**config.mk**
```make
export PLATFORM = sky130hd
export DESIGN_NAME = vcd_vco_control
export DESIGN_NICKNAME = d
export VERILOG_FILES = /design/src/hw/vcd_pkg.sv /design/src/hw/vcd_vco_control.sv
export SDC_FILE = /design/constraint.sdc
export NUM_CORES = 1
export LEC_CHECK = 0
export ABC_AREA = 1
export BUFFER_PORTS_ARGS = -buffer_cell sky130_fd_sc_hd__buf_2
export CAP_MARGIN = 0
export CORE_MARGIN = 5
export CORE_UTILIZATION = 46
export CTS_BUF_LIST = sky130_fd_sc_hd__clkbuf_8 sky130_fd_sc_hd__clkbuf_16
export DETAILED_ROUTE_END_ITERATION = 16
export PLACE_DENSITY_LB_ADDON = 0.2
export SLEW_MARGIN = 0
export SYNTH_ARGS = -nofsm -noshare
export SYNTH_HDL_FRONTEND = slang
export SYNTH_SLANG_ARGS = --single-unit
```
**constraint.sdc**
```tcl
create_clock -name clk_sys_in -period 1.6 [get_ports clk_sys_in]
set_clock_uncertainty 0.15 [all_clocks]
set_input_delay 0.32 -clock clk_sys_in [delete_from_list [all_inputs] [get_ports clk_sys_in]]
set_output_delay 0.32 -clock clk_sys_in [all_outputs]
set_load 0.01 [all_outputs]
```
**src/hw/vcd_pkg.sv**
```systemverilog
package vcd_pkg;

  // ----------------------------------------------------------------
  // register map
  // ----------------------------------------------------------------
  localparam logic [9:0] VCD_ADDR_VCO_CONTROL     = 10'h0F3;
  localparam logic [9:0] VCD_ADDR_VCO_DIV_CONTROL = 10'h0F4;

  // vco_control fields
  localparam int VCD_BIT_FORCE_RELEASE = 4;
  localparam int VCD_BIT_REF_VALID_OVR = 3;
  localparam int VCD_BIT_FORCE_MID     = 2;
  localparam int VCD_BIT_CALIBRATE     = 1;
  localparam logic [7:0] VCD_VCO_CONTROL_MASK = 8'h1E;
  localparam logic [7:0] VCD_VCO_CONTROL_RST  = 8'h00;

  // vco_divider_control fields
  localparam int VCD_BIT_DIV_PWRDN = 3;
  localparam int VCD_DIV_SEL_LSB   = 0;
  localparam int VCD_DIV_SEL_W     = 3;
  localparam logic [7:0] VCD_VCO_DIV_MASK = 8'h0F;
  localparam logic [7:0] VCD_VCO_DIV_RST  = 8'h00;

  // divide ratio is field value plus this base
  localparam logic [3:0] VCD_DIV_BASE = 4'h4;

  typedef enum logic [1:0] {
    VCD_HOLD    = 2'b01,
    VCD_RELEASE = 2'b10
  } vcd_sync_t;

  typedef struct packed {
    logic       wr_en;
    logic       rd_en;
    logic [9:0] addr;
    logic [7:0] wdata;
  } vcd_reg_req_t;

  typedef struct packed {
    logic [7:0] vco_control;
    logic [7:0] vco_div_control;
    vcd_sync_t  sync_state;
    logic [1:0] lock_sync;
    logic [1:0] vcxo_sync;
    logic       cal_prev;
    logic       cal_start;
    logic [3:0] div_ratio;
    logic [7:0] rdata;
  } vcd_state_t;

endpackage

```
**src/hw/vcd_vco_control.sv**
```systemverilog
// Summary of operation
// - force-release 0: hold distribution in sync until output PLL first locks
// - first lock releases sync automatically with all dividers aligned
// - force-release 1: ignore lock, release distribution sync at once
// - override 0: reference validity follows input cleanup PLL VCXO status
// - override 1: output PLL reference always treated as valid
// - midpoint bit 1 forces VCO control voltage to midscale, else normal
// - writing calibrate 1 while the bit is 0 starts calibration; bit never self-clears
// - writing calibrate 0 resets the VCO calibration logic
// - divider power-down bit 1 powers down VCO divider
// - three-bit divider field selects ratio field plus four, shared by all outputs
`timescale 1ns/1ns
`default_nettype none

module vcd_vco_control
  import vcd_pkg::*;
(
  input  wire logic         clk_sys_in,
  input  wire logic         rst_b_in,
  input  wire vcd_reg_req_t reg_req_in,
  input  wire logic         pll_locked_in,
  input  wire logic         vcxo_ref_ok_in,
  output logic [7:0]        reg_rdata_out,
  output logic              dist_sync_hold_out,
  output logic              ref_valid_out,
  output logic              vco_force_mid_out,
  output logic              cal_start_out,
  output logic              cal_reset_out,
  output logic              div_pwrdn_out,
  output logic [3:0]        div_ratio_out
);

  vcd_state_t st;
  vcd_state_t next_st;

  // ----------------------------------------------------------------
  // next state
  // ----------------------------------------------------------------
  always_comb begin
    next_st = st;
    // lock and vcxo status are asynchronous to this clock
    next_st.lock_sync = {st.lock_sync[0], pll_locked_in};
    next_st.vcxo_sync = {st.vcxo_sync[0], vcxo_ref_ok_in};
    if (reg_req_in.wr_en) begin
      unique case (reg_req_in.addr)
        VCD_ADDR_VCO_CONTROL: begin
          next_st.vco_control = reg_req_in.wdata & VCD_VCO_CONTROL_MASK;
        end
        VCD_ADDR_VCO_DIV_CONTROL: begin
          next_st.vco_div_control = reg_req_in.wdata & VCD_VCO_DIV_MASK;
        end
        default: begin
        end
      endcase
    end
    // read data is registered, so it answers the address of the previous cycle
    unique case (reg_req_in.addr)
      VCD_ADDR_VCO_CONTROL:     next_st.rdata = st.vco_control;
      VCD_ADDR_VCO_DIV_CONTROL: next_st.rdata = st.vco_div_control;
      default:                  next_st.rdata = 8'h00;
    endcase
    // release is one-way: a later loss of lock does not re-hold
    unique case (st.sync_state)
      VCD_HOLD: begin
        if (st.lock_sync[1] || st.vco_control[VCD_BIT_FORCE_RELEASE]) begin
          next_st.sync_state = VCD_RELEASE;
        end
      end
      VCD_RELEASE: begin
        next_st.sync_state = VCD_RELEASE;
      end
      default: next_st.sync_state = VCD_HOLD;
    endcase
    next_st.cal_prev  = st.vco_control[VCD_BIT_CALIBRATE];
    next_st.cal_start = st.vco_control[VCD_BIT_CALIBRATE] & ~st.cal_prev;
    // registered so the ratio never glitches while the field is rewritten
    next_st.div_ratio = {1'b0, st.vco_div_control[VCD_DIV_SEL_LSB +: VCD_DIV_SEL_W]}
                        + VCD_DIV_BASE;
  end

  always_ff @(posedge clk_sys_in or negedge rst_b_in) begin
    if (!rst_b_in) begin
      st                 <= '0;
      st.vco_control     <= VCD_VCO_CONTROL_RST;
      st.vco_div_control <= VCD_VCO_DIV_RST;
      // start held in sync, whatever the lock pin shows
      st.sync_state      <= VCD_HOLD;
      st.div_ratio       <= VCD_DIV_BASE;
    end else begin
      st <= next_st;
    end
  end

  // ----------------------------------------------------------------
  // outputs
  // ----------------------------------------------------------------
  assign reg_rdata_out      = st.rdata;
  assign dist_sync_hold_out = (st.sync_state == VCD_HOLD);
  assign ref_valid_out      = st.vco_control[VCD_BIT_REF_VALID_OVR] | st.vcxo_sync[1];
  assign vco_force_mid_out  = st.vco_control[VCD_BIT_FORCE_MID];
  assign cal_start_out      = st.cal_start;
  assign cal_reset_out      = ~st.vco_control[VCD_BIT_CALIBRATE];
  assign div_pwrdn_out      = st.vco_div_control[VCD_BIT_DIV_PWRDN];
  assign div_ratio_out      = st.div_ratio;

  // register writes as seen by the checks
  logic ctl_write;
  logic div_write;
  assign ctl_write = reg_req_in.wr_en && (reg_req_in.addr == VCD_ADDR_VCO_CONTROL);
  assign div_write = reg_req_in.wr_en && (reg_req_in.addr == VCD_ADDR_VCO_DIV_CONTROL);
endmodule

`default_nettype wire
```
==> flow_summary.ini <==
[run_status]
status = finished, final reports clean

[floorplanning]
io_pins = 42
dieArea_mm2 = 0.00348
initial_core_util = 0.489
core_mm2 = 0.00225
dieHeight_um = 59.0
fp.dieW_um = 59.0
rows = 17

[timing]
worst_slew_pin_slew_ns = 0.528
maxSlewHeadroom = 0.648
period_share = 0.961
hold_viol = 0
drv_slew = 0
period_needed_ns = 1.54
max_freq_mhz = 650
fin_tns_setup_ns = 0
setup_viol = 0
rsz0062_at_grt = no

[pwr]
internal_power_mw = 0.971
combPwrFrac = 0.181
p_clk_frac = 0.277
p_seq_frac = 0.542
power.density_mw_per_mm2 = 991
vdd.ir_drop.worst_v = 0.000633
power.static_leakage_nw = 0.735
swShare = 0.254
switching_power_mw = 0.330

[routing]
via_per_inst = 4.58
ant_nets = 0
drc = 0
wl_per_cell_um = 11.8
wl_um = 1990
dr_total_vias = 774
firstDrtPassIters = 4
drtIter0Drc = 24

[critical_path]
startpoint = st[18]$_DFFE_PN1P_
critPathArrivalTime_ns = 1.07
worstReg2RegStart = st[18]$_DFFE_PN1P_
ff2ff_setup_slack_ns = 0.40
reg2reg_depth = 3
cp-end-kind = output port
r2r-end = st[19]$_DFFE_PN0P_
required_ns = 1.13
startpoint_type = flop
path_class = flop to output port
critical_path.max_fanout = 3

[clock_tree]
cts_tree = yes
htreeDepth = 1
clockBufferDepth = 2
clock_tree.root_cell = clkbuf_8
clkTransAtPathRegs_ns = 0.08
cts_sinks = 25
postCtsSetupBuffers = 0
cts_buffers = 3
worstSkewPairLatency_ns = 0.26

[grt]
antenna_found_initial = 0
grt_max_degree = 26
grt_use_total = 0.129
grt_pass1_wl_um = 3390
globalRoute.totalOverflow = 0
grt_pass1_vias = 767

[placement]
routabilityCongestion = 0.752
dp_hpwl_um = 1510
io_buffers = 34
place_inst = 163

[layout]
insertedDiodeCount = 0
area_delta_synth_final_pct = 19.2
finalNonFillerCells = 169
layout-drive-gt1-share = 0.355
finalNetCount = 167
fill_cells = 213

[run]
maxCapViolCount = 0

[yosys]
ys_types = 21
seq_area_frac_synth = 0.570
synth-xor-area-share = 0
synth.area.mux_share = 0
synth_seq_cells = 25
syn-instance-count = 112
synth-simple-area-share = 0.281
synth_top_family_by_area = simple AND/OR/NAND/NOR gates
yosys_warnings = 0
synth_fa_ha_area_frac = 0.0114
netlist_area_mm2 = 0.00110
syn_avg_cell_area_um2 = 9.84
synth_compound_gate_area_share = 0.0114

[worst_hold_path]
hold_path_depth = 1
hp-class = primary input to flop
hold_path.startpoint = pll_locked_in
whs_endpoint = next_st[17]$_DFF_PN0_
## metrics by stage
stage | total power, mW | cell area (µm²) | setup slack (ns) | hold slack, ns | utilization
CTS | 1.27 | 1280 | 0.000231 | 0.00121 | 0.567
floorplan | 0.836 | 1110 | 0.364 | -0.126 | -
finish | 1.30 | 1310 | 0.0619 | 0.00823 | 0.583
global placement | 0.889 | 1220 | 0.302 | 0.178 | 0.541
global route | 1.39 | 1310 | 0.0127 | 0.00470 | 0.583
detailed placement | 0.903 | 1220 | 0.275 | 0.187 | 0.541
## layout make-up
cell class / instances / area [µm²] / share of cell area
Inverter: 10 / 40.0 / 0.0305
Timing Repair Buffer: 36 / 203 / 0.154
Sequential cell: 25 / 628 / 0.478
Clock buffer: 3 / 41.3 / 0.0314
Tap cell: 28 / 35.0 / 0.0267
Multi-Input combinational cell: 66 / 362 / 0.275
Clock inverter: 1 / 5.00 / 0.00381
## placed cells by master (no fill, tap or decap), types with 2 or more instances in the layout
cell type and count:
buf_2 32, nand2_1 31, nand3_1 10, inv_1 9
nand4_1 2, clkbuf_8 3, nor2_1 8, dlygate4sd3_1 2
conb_1 3, dfrtp_1 23, buf_6 2, dfstp_2 2
nor2_4 3
## worst max-delay path by stage
stage	to	slack [ns]	cells past startpoint
detailed placement	div_pwrdn_out$_DFFE_PN0P_	0.28	7
finish	dist_sync_hold_out	0.06	2
floorplan	st[19]$_DFFE_PN0P_	0.36	3
CTS	dist_sync_hold_out	0.0002	2
global route	dist_sync_hold_out	0.01	2
global placement	div_pwrdn_out$_DFFE_PN0P_	0.30	7
## layer usage
metal | wire [µm] | GRT usage | vias to the layer above
met3 | 129 | 0.0263 | 2
met1 | 816 | 0.156 | 360
li1 | - | - | 389
met4 | 11 | 0.0485 | 0
met2 | 1030 | 0.224 | 23
met5 | 0 | 0 | -
## what timing repair did
item,4_1_cts,5_1_grt
hold buffers,1,1
hold endpoints to repair,23,1
endpoints found under the setup margin,1,2
gates resized for setup,1,4
## critical path: stages, from the launching register on
cell,delay [ns]
dfstp_2,0.56
ha_4,0.15
buf_6,0.09
## flip-flops by register name, indices dropped and copies added (netlist names)
name and flops:
next_st 3, reg_rdata_out 5, div_ratio_out 4, st 10, cal_start_out 1, div_pwrdn_out 1, vco_force_mid_out 1
## cell families after synthesis
group                    after synthesis
AO/OA/AOI/OAI                          2
adder cells (fa/ha/maj)                1
buffers and inverters                 23
flip-flops                            25
other                                  1
AND/OR/NAND/NOR                       60
## cells in the mapped netlist
master / n / share of area
or2_2: 1 / 0.0057
buf_2: 1 / 0.0045
nand3_2: 1 / 0.0091
nand2_1: 31 / 0.11
nand3_4: 1 / 0.016
ha_1: 1 / 0.011
conb_1: 1 / 0.0034
dfrtp_1: 23 / 0.52
nor3b_1: 1 / 0.0068
inv_1: 9 / 0.031
inv_4: 1 / 0.0057
nor2_4: 3 / 0.031
nor2_1: 8 / 0.027
nand4_1: 2 / 0.011
nor2_8: 1 / 0.018
o21ai_1: 1 / 0.0045
nand3_1: 10 / 0.045
o21a_1: 1 / 0.0068
nand2_2: 1 / 0.0057
buf_4: 12 / 0.082
dfstp_2: 2 / 0.048
## power groups by stage
stage | registers [mW] | clock network [mW] | logic [mW]
2_1_floorplan | 0.707 | 0 | 0.129
3_3_place_gp | 0.709 | 0 | 0.180
3_5_place_dp | 0.712 | 0 | 0.191
4_1_cts | 0.700 | 0.373 | 0.201
5_1_grt | 0.711 | 0.396 | 0.287
6_report | 0.706 | 0.361 | 0.235
Power figures use the tool's default switching activity.
